==> config.mk <==
export PLATFORM = sky130hd
export DESIGN_NAME = ocb_ctrl
export DESIGN_NICKNAME = d
export VERILOG_FILES = /design/src/ocb_pkg.sv /design/src/ocb_div_if.sv /design/src/ocb_ctrl.sv /design/src/ocb_divider.sv
export VERILOG_INCLUDE_DIRS = /design/src
export SDC_FILE = /design/constraint.sdc
export NUM_CORES = 1
export LEC_CHECK = 0
export BUFFER_PORTS_ARGS = -buffer_cell sky130_fd_sc_hd__buf_4
export CORE_MARGIN = 1.5
export CORE_UTILIZATION = 62
export CTS_CLUSTER_DIAMETER = 150
export DETAILED_ROUTE_END_ITERATION = 10
export GPL_ROUTABILITY_DRIVEN = 1
export PLACE_DENSITY = 0.92
export SLEW_MARGIN = 20
export SYNTH_ARGS = -nofsm -noshare
export SYNTH_HDL_FRONTEND = slang
export SYNTH_SLANG_ARGS = --single-unit
==> constraint.sdc <==
create_clock -name sys_clk -period 4.32 [get_ports sys_clk]
set_input_delay 0.648 -clock sys_clk [delete_from_list [all_inputs] [get_ports sys_clk]]
set_output_delay 0.648 -clock sys_clk [all_outputs]
set_load 0.02 [all_outputs]
==> src/ocb_params.svh <==
`ifndef OCB_PARAMS_SVH
`define OCB_PARAMS_SVH

// ************************************************************
// register offsets
// ************************************************************
`define OCB_ADDR_W 16
`define OCB_OFS_SETTINGS 16'h043b
`define OCB_OFS_DIV_LO 16'h043c
`define OCB_OFS_DIV_HI 16'h043d
`define OCB_OFS_PHASE 16'h043e
`define OCB_OFS_STATUS 16'h04f0

// ************************************************************
// field layout and reset values
// ************************************************************
`define OCB_INV_BIT 0
`define OCB_MODE_LSB 1
`define OCB_MODE_MSB 2
`define OCB_SET_MASK 8'h07
`define OCB_DIV_HI_MASK 8'h03
`define OCB_PHASE_MASK 8'h3f
`define OCB_SET_RST 8'h00
`define OCB_DIV_LO_RST 8'h00
`define OCB_DIV_HI_RST 8'h00
`define OCB_PHASE_RST 8'h00
`define OCB_MODE_PWDN 2'h3
`define OCB_DIV_W 10
`define OCB_PHASE_W 6
`define OCB_DIV_ZERO 10'h000
`define OCB_PHASE_ZERO 6'h00
`define OCB_BYTE_ZERO 8'h00
`define OCB_PHASE_STEP 6'h01
`define OCB_DIV_STEP 10'h001

`endif

==> src/ocb_pkg.sv <==
package ocb_pkg;
  typedef logic [15:0] ocb_addr_t;
  typedef logic [7:0] ocb_byte_t;
  typedef logic [9:0] ocb_div_t;
  typedef logic [5:0] ocb_phase_t;

  typedef enum logic [1:0] {
    OCB_DRIVE_14MA = 2'h0,
    OCB_DRIVE_21MA = 2'h1,
    OCB_DRIVE_28MA = 2'h2,
    OCB_DRIVE_OFF = 2'h3
  } ocb_drive_e;

  typedef enum logic [2:0] {
    OCB_ST_HOLD = 3'b001,
    OCB_ST_PHASE = 3'b010,
    OCB_ST_RUN = 3'b100
  } ocb_state_e;
endpackage

==> src/ocb_div_if.sv <==
`timescale 1ns/1ps
interface ocb_div_if;
  import ocb_pkg::*;
  ocb_div_t div_value;
  ocb_phase_t phase;
  logic sync;
  logic half_tick;
  logic clk_out;
  ocb_state_e state;

  modport ctrl (
    output div_value,
    output phase,
    output sync,
    output half_tick,
    input clk_out,
    input state
  );
  modport div (
    input div_value,
    input phase,
    input sync,
    input half_tick,
    output clk_out,
    output state
  );
endinterface

==> src/ocb_ctrl.sv <==
// Notes on behaviour
// RULE1 - mode bits 2:1 pick drive: 00 is 14 mA, 01 21 mA, 10 28 mA.
// RULE2 - mode 11 powers the driver down and floats both pair outputs.
// RULE3 - mode 01 is the middle amplitude between lowest and highest drive.
// RULE4 - bit 0 low gives normal polarity, high inverts the output clock.
// RULE5 - after reset: 14 mA drive and normal polarity.
// RULE6 - channel divider divides its input by the 10-bit value plus one.
// RULE7 - divide value low byte at 0x043c, top two bits at 0x043d bits 1:0.
// RULE8 - divide value low byte resets to zero.
// RULE9 - after sync the divider starts at a 6-bit initial phase.
// RULE10 - one phase step is half an input period; zero means none; resets 0.
// RULE11 - reserved bits read zero and ignore writes.
// RULE12 - new divide value or phase takes effect at the next sync.
`timescale 1ns/1ps
`include "ocb_params.svh"
module ocb_ctrl (
  input wire logic sys_clk,
  input wire logic arst_n,
  input wire logic clk_en,
  input wire ocb_pkg::ocb_addr_t reg_addr,
  input wire ocb_pkg::ocb_byte_t reg_wdata,
  input wire logic reg_wr,
  input wire logic reg_rd,
  output ocb_pkg::ocb_byte_t reg_rdata,
  input wire logic prescaler_clk,
  input wire logic sync_evt,
  output ocb_pkg::ocb_drive_e drive_select,
  output logic driver_pwdn,
  output logic out_p,
  output logic out_n,
  output logic out_oe
);
  import ocb_pkg::*;

  ocb_byte_t settings_reg;
  ocb_byte_t div_lo_reg;
  ocb_byte_t div_hi_reg;
  ocb_byte_t phase_reg;
  ocb_byte_t rdata_reg;
  ocb_byte_t rdata_next;
  logic presc_prev_reg;
  logic out_p_reg;
  logic out_n_reg;
  logic out_oe_reg;
  ocb_drive_e drive_reg;
  logic pwdn_reg;
  ocb_drive_e mode_w;
  logic inv_w;

  ocb_div_if div_bus ();

  // ************************************************************
  // register writes
  // ************************************************************
  always_ff @(posedge sys_clk or negedge arst_n) begin
    if (!arst_n) begin
      settings_reg <= `OCB_SET_RST; // RULE5
    end else if (clk_en && reg_wr && reg_addr == `OCB_OFS_SETTINGS) begin
      settings_reg <= reg_wdata & `OCB_SET_MASK; // RULE11
    end
  end

  always_ff @(posedge sys_clk or negedge arst_n) begin
    if (!arst_n) begin
      div_lo_reg <= `OCB_DIV_LO_RST; // RULE8
    end else if (clk_en && reg_wr && reg_addr == `OCB_OFS_DIV_LO) begin
      div_lo_reg <= reg_wdata; // RULE7
    end
  end

  always_ff @(posedge sys_clk or negedge arst_n) begin
    if (!arst_n) begin
      div_hi_reg <= `OCB_DIV_HI_RST;
    end else if (clk_en && reg_wr && reg_addr == `OCB_OFS_DIV_HI) begin
      div_hi_reg <= reg_wdata & `OCB_DIV_HI_MASK; // RULE7 RULE11
    end
  end

  always_ff @(posedge sys_clk or negedge arst_n) begin
    if (!arst_n) begin
      phase_reg <= `OCB_PHASE_RST; // RULE10
    end else if (clk_en && reg_wr && reg_addr == `OCB_OFS_PHASE) begin
      phase_reg <= reg_wdata & `OCB_PHASE_MASK; // RULE11
    end
  end

  // ************************************************************
  // register reads, data one cycle after the strobe
  // ************************************************************
  always_comb begin
    rdata_next = `OCB_BYTE_ZERO;
    case (reg_addr)
      `OCB_OFS_SETTINGS: rdata_next = settings_reg;
      `OCB_OFS_DIV_LO: rdata_next = div_lo_reg;
      `OCB_OFS_DIV_HI: rdata_next = div_hi_reg;
      `OCB_OFS_PHASE: rdata_next = phase_reg;
      `OCB_OFS_STATUS: rdata_next = {4'h0, div_bus.clk_out, div_bus.state};
      default: rdata_next = `OCB_BYTE_ZERO;
    endcase
  end

  // read data stand one cycle per enabled read strobe and hold while clk_en is low, zero otherwise
  always_ff @(posedge sys_clk or negedge arst_n) begin
    if (!arst_n) begin
      rdata_reg <= `OCB_BYTE_ZERO;
    end else if (clk_en) begin
      rdata_reg <= reg_rd ? rdata_next : `OCB_BYTE_ZERO;
    end
  end

  assign reg_rdata = rdata_reg;

  // ************************************************************
  // divider input: each prescaler edge is half a period
  // ************************************************************
  always_ff @(posedge sys_clk or negedge arst_n) begin
    if (!arst_n) begin
      presc_prev_reg <= 1'b0;
    end else if (clk_en) begin
      presc_prev_reg <= prescaler_clk;
    end
  end

  // limitation: prescaler must not exceed half of sys_clk
  assign div_bus.half_tick = prescaler_clk ^ presc_prev_reg; // RULE10
  assign div_bus.sync = sync_evt;
  assign div_bus.div_value = {div_hi_reg[1:0], div_lo_reg}; // RULE7
  assign div_bus.phase = phase_reg[5:0]; // RULE9

  ocb_divider u_divider (
    .sys_clk(sys_clk),
    .arst_n(arst_n),
    .clk_en(clk_en),
    .bus(div_bus.div)
  );

  // ************************************************************
  // output driver control
  // ************************************************************
  assign mode_w = ocb_drive_e'(settings_reg[`OCB_MODE_MSB:`OCB_MODE_LSB]);
  assign inv_w = settings_reg[`OCB_INV_BIT];

  always_ff @(posedge sys_clk or negedge arst_n) begin
    if (!arst_n) begin
      drive_reg <= OCB_DRIVE_14MA; // RULE5
      pwdn_reg <= 1'b0;
    end else if (clk_en) begin
      case (mode_w) // RULE1
        OCB_DRIVE_14MA: drive_reg <= OCB_DRIVE_14MA;
        OCB_DRIVE_21MA: drive_reg <= OCB_DRIVE_21MA; // RULE3
        OCB_DRIVE_28MA: drive_reg <= OCB_DRIVE_28MA;
        default: drive_reg <= OCB_DRIVE_OFF;
      endcase
      pwdn_reg <= (mode_w == `OCB_MODE_PWDN); // RULE2
    end
  end

  // registered pair keeps both legs aligned to one edge
  always_ff @(posedge sys_clk or negedge arst_n) begin
    if (!arst_n) begin
      out_p_reg <= 1'b0;
      out_n_reg <= 1'b1;
      out_oe_reg <= 1'b1;
    end else if (clk_en) begin
      out_p_reg <= div_bus.clk_out ^ inv_w; // RULE4
      out_n_reg <= ~(div_bus.clk_out ^ inv_w); // RULE4
      out_oe_reg <= (mode_w != `OCB_MODE_PWDN); // RULE2
    end
  end

  assign drive_select = drive_reg;
  assign driver_pwdn = pwdn_reg;
  assign out_p = out_p_reg;
  assign out_n = out_n_reg;
  assign out_oe = out_oe_reg;
endmodule

==> src/ocb_divider.sv <==
`timescale 1ns/1ps
`include "ocb_params.svh"
module ocb_divider (
  input wire logic sys_clk,
  input wire logic arst_n,
  input wire logic clk_en,
  ocb_div_if.div bus
);
  import ocb_pkg::*;

  ocb_state_e state_reg;
  ocb_div_t div_reg;
  ocb_div_t cnt_reg;
  ocb_phase_t ph_cnt_reg;
  logic out_reg;

  assign bus.clk_out = out_reg;
  assign bus.state = state_reg;

  // ************************************************************
  // settings captured only at sync, never mid-period
  // ************************************************************
  always_ff @(posedge sys_clk or negedge arst_n) begin
    if (!arst_n) begin
      div_reg <= `OCB_DIV_ZERO;
    end else if (clk_en && bus.sync) begin
      div_reg <= bus.div_value; // RULE12
    end
  end

  // ************************************************************
  // state and phase delay
  // ************************************************************
  always_ff @(posedge sys_clk or negedge arst_n) begin
    if (!arst_n) begin
      state_reg <= OCB_ST_HOLD;
      ph_cnt_reg <= `OCB_PHASE_ZERO;
    end else if (clk_en) begin
      if (bus.sync) begin
        ph_cnt_reg <= bus.phase; // RULE9
        // zero phase starts at once, no offset
        if (bus.phase == `OCB_PHASE_ZERO) begin // RULE10
          state_reg <= OCB_ST_RUN;
        end else begin
          state_reg <= OCB_ST_PHASE;
        end
      end else begin
        case (state_reg)
          OCB_ST_HOLD: begin
            state_reg <= OCB_ST_HOLD;
          end
          OCB_ST_PHASE: begin
            // each tick is half an input period
            if (bus.half_tick) begin // RULE10
              ph_cnt_reg <= ph_cnt_reg - `OCB_PHASE_STEP;
              if (ph_cnt_reg == `OCB_PHASE_STEP) begin
                state_reg <= OCB_ST_RUN;
              end
            end
          end
          OCB_ST_RUN: begin
            state_reg <= OCB_ST_RUN;
          end
          default: begin
            state_reg <= OCB_ST_HOLD;
          end
        endcase
      end
    end
  end

  // ************************************************************
  // divide by value + 1: toggle every value + 1 half periods
  // ************************************************************
  always_ff @(posedge sys_clk or negedge arst_n) begin
    if (!arst_n) begin
      cnt_reg <= `OCB_DIV_ZERO;
      out_reg <= 1'b0;
    end else if (clk_en) begin
      if (bus.sync) begin
        cnt_reg <= `OCB_DIV_ZERO;
        out_reg <= 1'b0;
      end else if (state_reg == OCB_ST_RUN && bus.half_tick) begin
        if (cnt_reg == div_reg) begin // RULE6
          cnt_reg <= `OCB_DIV_ZERO;
          out_reg <= ~out_reg;
        end else begin
          cnt_reg <= cnt_reg + `OCB_DIV_STEP;
        end
      end
    end
  end
endmodule

== Word level (Yosys, flattened, before mapping) ==
Index checks and enable logic that the tools add are counted.

* Output and inout port bits: 14
* Logic and storage cells: 71
* Flip-flop bits (word level): 64

* Reduce and logical (&&, ||, !) cells: 17
* Bitwise gates (word level): 4
* Add/sub/neg operators: 2
* Eq/ne operators: 15
* Muxes and demuxes: 17

{| class="wikitable"
|+ Operators by type and width
! kind !! count
|-
| 16-bit by 11-bit equality test with 1-bit output (second input constant) || 5
|-
| 8-bit one-hot mux with 5 select lines || 1
|-
| 10-bit 2-to-1 mux || 3
|-
| 6-bit 2-to-1 mux || 3
|-
| 3-bit 2-to-1 mux || 4
|-
| 10-bit by 1-bit adder with 10-bit output (second input constant) || 1
|-
| 10-bit equality test || 1
|-
| 3-bit AND reduction || 3
|-
| 8-bit 2-to-1 mux || 1
|-
| 2-bit nonzero test || 4
|-
| 1-bit logical AND || 7
|-
| 6-bit by 1-bit equality test with 1-bit output (second input constant) || 1
|-
| 6-bit zero test || 1
|-
| 3-bit by 2-bit inequality test with 1-bit output (second input constant) || 2
|-
| 2-bit one-hot mux with 3 select lines || 1
|-
| 3-bit one-hot mux with 2 select lines || 1
|-
| 6-bit by 1-bit subtractor with 6-bit output (second input constant) || 1
|-
| 2-bit equality test (second input constant) || 2
|-
| 3-bit by 2-bit equality test with 1-bit output (second input constant) || 1
|-
| 3-bit equality test (second input constant) || 1
|-
| 1-bit 2-to-1 mux || 3
|-
| 2-bit by 1-bit equality test with 1-bit output (second input constant) || 1
|-
| 2-bit zero test || 1
|-
| 2-bit inequality test (second input constant) || 1
|-
| other kinds (3) || 5
|}

== Logic depth before layout (Yosys ltp) ==
* Word-level depth: 5
* Mapped depth: 7

== Cells and area by module ==
A second synthesis with hierarchy kept.

* Cells, all modules: 309
* Area total of the unflattened synthesis: 3373.2 um^2

{| class="wikitable"
|+ Modules (own cells, without submodules)
! module !! sequential area each (um^2) !! instances !! area an instance (um^2) !! cells an instance
|-
| ocb_divider || 752.0 || 1 || 1711.6 || 175
|-
| ocb_ctrl || 853.3 || 1 || 1661.6 || 134
|}

== Worst setup path after synthesis ==
Ideal clock, no wire load.

* Path kind: input to register
* Start: input port reg_addr[9]
* End: register div_hi_reg[0]
* Path buffers: 1
* Stages: 5
* Setup slack: 1.762 ns
* Data arrival time: 2.430 ns
* Required time: 4.192 ns
* Setup time: 0.128 ns
* Cells stage by stage: or4b_4 or4_4 buf_6 and4bb_1 mux2_1

* Longest elaborated chain between the ends: 2

{| class="wikitable"
|+ Ends and longest elaborated chain
! item !! line !! source
|-
| start, declared || ocb_ctrl.sv:20 || <nowiki>input wire ocb_pkg::ocb_addr_t reg_addr,</nowiki>
|-
| 16-bit by 11-bit equality test with 1-bit output || n/a ||
|-
| 1-bit logical AND (no source line) || n/a ||
|-
| end signal, assigned || ocb_ctrl.sv:73 || <nowiki>div_hi_reg <= `OCB_DIV_HI_RST;</nowiki>
|-
| end signal, assigned || ocb_ctrl.sv:75 || <nowiki>div_hi_reg <= reg_wdata & `OCB_DIV_HI_MASK;</nowiki>
|-
| end, declared || ocb_ctrl.sv:37 || <nowiki>ocb_byte_t div_hi_reg;</nowiki>
|}

No other way between the ends.
A chain may end at the register's enable or synchronous reset.

== Worst setup path after layout ==
* Start: input port reg_addr[9]
* End: register div_lo_reg[3]

* Longest elaborated chain between the ends: 2

{| class="wikitable"
|+ Ends and longest elaborated chain
! item !! line !! source
|-
| 16-bit by 11-bit equality test with 1-bit output || n/a ||
|-
| 1-bit logical AND (no source line) || n/a ||
|-
| end signal, assigned || ocb_ctrl.sv:65 || <nowiki>div_lo_reg <= `OCB_DIV_LO_RST;</nowiki>
|-
| end signal, assigned || ocb_ctrl.sv:67 || <nowiki>div_lo_reg <= reg_wdata;</nowiki>
|-
| end, declared || ocb_ctrl.sv:36 || <nowiki>ocb_byte_t div_lo_reg;</nowiki>
|}

No other way between the ends.

==> results by group <==
CTS
  • Clock transition at path regs: 0.07 ns
  • CTS tree: done
  • Worst-skew pair later-pin latency: between 0.3 and 0.4 ns
  • Clock buffer depth: 2
  • Number of hold buffers added after CTS: 0
  • Root Driver: clkbuf_8
  • Number of buffers added for setup after CTS: 0
  • CTS Buf Count: 9
  • CTS-repair resized insts: 0
  • H-tree depth: 3
  • Clock sink total: 64

Critical path
  • Slowest cell delay on critical path: 0.57 ns
  • R2R cell count: 5
  • Max stage delay cell, worst path: or4b_4
  • Crit end category: flop
  • Startpoint type of the worst setup path: primary input
  • Worst-path fanout max: 8
  • CP bufs+invs: 1
  • Required @ worst endpoint: 4.54 ns
  • Crit Reg-Reg Endpoint: u_divider.cnt_reg[0]$_DFFE_PN0P_
  • Worst reg2reg setup slack: 2.19 ns
  • Critical setup path kind: in2reg
  • Critical Path AT: 2.75 ns
  • Reg-to-reg startpoint: u_divider.cnt_reg[3]$_DFFE_PN0P_
  • Critical Path, Cell by Cell: buf_4 -> or4b_4 -> or4_1 -> nor3_2 -> and2_1 -> mux2_1
  • Delay-heaviest family, CP: simple AND/OR/NAND/NOR gates

Final layout
  • Area growth syn-to-layout: 16.5%
  • Area occupied by multi-input gates: between 1500 and 2000 sq um
  • Most common cell after layout, fill and taps aside: dfrtp_1
  • Layout cells sized above 1: 25.5%
  • # diodes: 0
  • Nets@finish: 386
  • Core Util, Final: 74.9%
  • Most frequent cells in the layout: dfrtp_1, buf_4, nand2_1
  • Storage cell area: about 1600 sq um
  • Layout fillers: 338

Global route
  • Gr usage total: between 20 and 30%
  • Initial antenna violation count: 0
  • Largest net degree at the start of global routing: 65
  • Grt ovf: 0
  • First-pass GRT wire length: 12,000 microns
  • Vias in the first global route: 2,527

Drt
  • Residual DRC: 0
  • Post-route ant nets: 0
  • Met2 wire length: 3780 microns
  • WL/cell: 18.0 microns
  • Metal-1 WL: slightly above 3000 microns
  • Highest Signal Layer: met4
  • Routed vias/inst: between 6 and 7
  • Drt total wl: 7690 microns
  • DR WL met3: around 570 microns
  • Via count: 2,684
  • Initial DRC count: 250
  • TritonRoute pass-1 iters: 5

Floorplan
  • I/O pin count: 45
  • Core area: a little over 5000 sq um
  • Die Height: between 70 and 80 microns
  • Die W: 75.8 microns
  • Rows: 26
  • Die area: 5740 sq um
  • Starting Density: roughly 64%

Power
  • Clock share of power: 34.5%
  • Net switching power: 347 uW
  • P_int: between 900 and 1000 uW
  • Sw frac: 27.2%
  • Seq pwr share: 51.8%
  • Comb pwr share: a little over an eighth
  • Worst VDD drop: 0.203 mV
  • Pleak: ~0.0018 uW
  • PD cells: 333 nW/um^2

Logic synthesis
  • Post-synthesis async set-or-reset flop share: 100%
  • Distinct cells, synth: 56
  • Largest family of logic cells by synthesized area: simple AND/OR/NAND/NOR gates
  • Compound-Gate Fraction of Synth Area: between 10% and 20%
  • Simple-gate share of the synthesized area: 17.2%
  • Cell Area, Synth: 3290 sq um
  • Synth Instances: 307
  • Syn Nets: 341
  • Synth Area in Adders: 1.14%
  • Sequential-to-total area share from yosys stat: 48.9%
  • Ys flop type: dfrtp_1
  • Synth Register Bits: 64
  • XOR/XNOR share of the synthesized area: 3.20%
  • Post-synth EDFFs: 0
  • Ys Warns: 0
  • Post-synthesis mux area share: a little over an eighth
  • Syn avg cell area: 10.7 sq um

Timing
  • Max-slew violations: 0
  • Layout Skew: 0.00571 ns
  • Measured slew at the worst slew-check pin: a little over 1 ns
  • Final cycle utilization of the critical path: 58.5%
  • Unrepaired setup endpoints after global routing: false
  • Slew Limit Headroom: 32.2%
  • Max frequency: 395 MHz
  • Count of final setup violators: 0
  • Final Critical Period: 2.53 ns
  • Final hold vios: 0
  • Setup TNS: 0 ns

Run
  • Max-cap viol count: 0

Placement
  • Placer Congestion: 0.916
  • Hpwl dp: 5370 microns
  • Port bufs: 44

Worst hold path
  • Path category of the worst min-delay check: in2async

Run status
  • Outcome: finished clean
-- logic make-up after synthesis --
kind of cell	Yosys count
simple gates	100
compound gates	67
flops	64
mux	39
buf+inv	22
xor+xnor	12
fa+ha+maj	3
-- Yosys cell counts, drive strengths merged, types with 3 or more instances --
master | instances | area (sq um)
o21a | 4 | 30.0
o21ai | 21 | 105
ha | 3 | 37.5
buf | 3 | 22.5
or4 | 4 | 33.8
dfstp | 3 | 78.8
o22ai | 6 | 37.5
nor2b | 6 | 37.5
nor2 | 14 | 52.6
mux2i | 6 | 60.1
inv | 12 | 45.0
dfrtp | 61 | 1530
a22o | 6 | 52.6
and3 | 7 | 43.8
nand2 | 24 | 90.1
nand3 | 10 | 50.1
o31ai | 5 | 42.5
nand2b | 3 | 18.8
clkbuf | 7 | 26.3
xnor2 | 12 | 105
nand4 | 3 | 18.8
nor4 | 3 | 18.8
nor3 | 11 | 65.1
mux2 | 33 | 372
a21oi | 9 | 45.0
-- power groups by stage --
stage                     sequential [uW]  clock, uW  combinational, uW
final                                 659        439                174
after global routing                  662        472                193
after CTS                             659        446                173
after detailed placement              669          0                173
after global placement                668          0                161
after floorplan                       665          0                103
-- stage by stage --
| step | total power, uW | hold slack (ns) | area (sq um) | worst slack (ns) | cells |
|---|---|---|---|---|---|
| floorplan | 768 | 0.352 | 3290 | 1.76 | 307 |
| global placement | 829 | 0.456 | 3650 | 1.54 | 411 |
| detailed placement | 842 | 0.479 | 3650 | 1.47 | 411 |
| CTS | 1280 | 0.409 | 3820 | 1.81 | 427 |
| global route | 1330 | 0.449 | 3830 | 1.74 | 427 |
| finish | 1270 | 0.380 | 3830 | 1.79 | 427 |
-- how the worst max path moves through the flow --
stage           startpoint                        end  slack [ns]  cells after the start
2_1_floorplan  reg_addr[9]  div_hi_reg[0]$_DFFE_PN0P_        1.76                      5
3_3_place_gp   reg_addr[9]  div_lo_reg[7]$_DFFE_PN0P_        1.54                      6
3_5_place_dp   reg_addr[9]  div_lo_reg[7]$_DFFE_PN0P_        1.47                      6
4_1_cts        reg_addr[9]  div_lo_reg[3]$_DFFE_PN0P_        1.81                      6
5_1_grt        reg_addr[9]  div_lo_reg[3]$_DFFE_PN0P_        1.74                      6
6_report       reg_addr[9]  div_lo_reg[3]$_DFFE_PN0P_        1.79                      6
-- metal layers --
metal / vias up / GRT usage, %
met5: - / 0
met4: 0 / 14.1
met3: 41 / 7.01
met2: 139 / 44.8
met1: 1290 / 37.7
li1: 1214 / -
-- layout make-up --
class                      count  area share (%)
multi-input combinational    221            41.6
tap                           70            2.29
timing repair buffer          44            8.63
clock inverter                 3           0.458
clock buffer                  13            3.89
inverter                      12            1.18
sequential                    64            42.0
(Power assumes the default switching activity.)
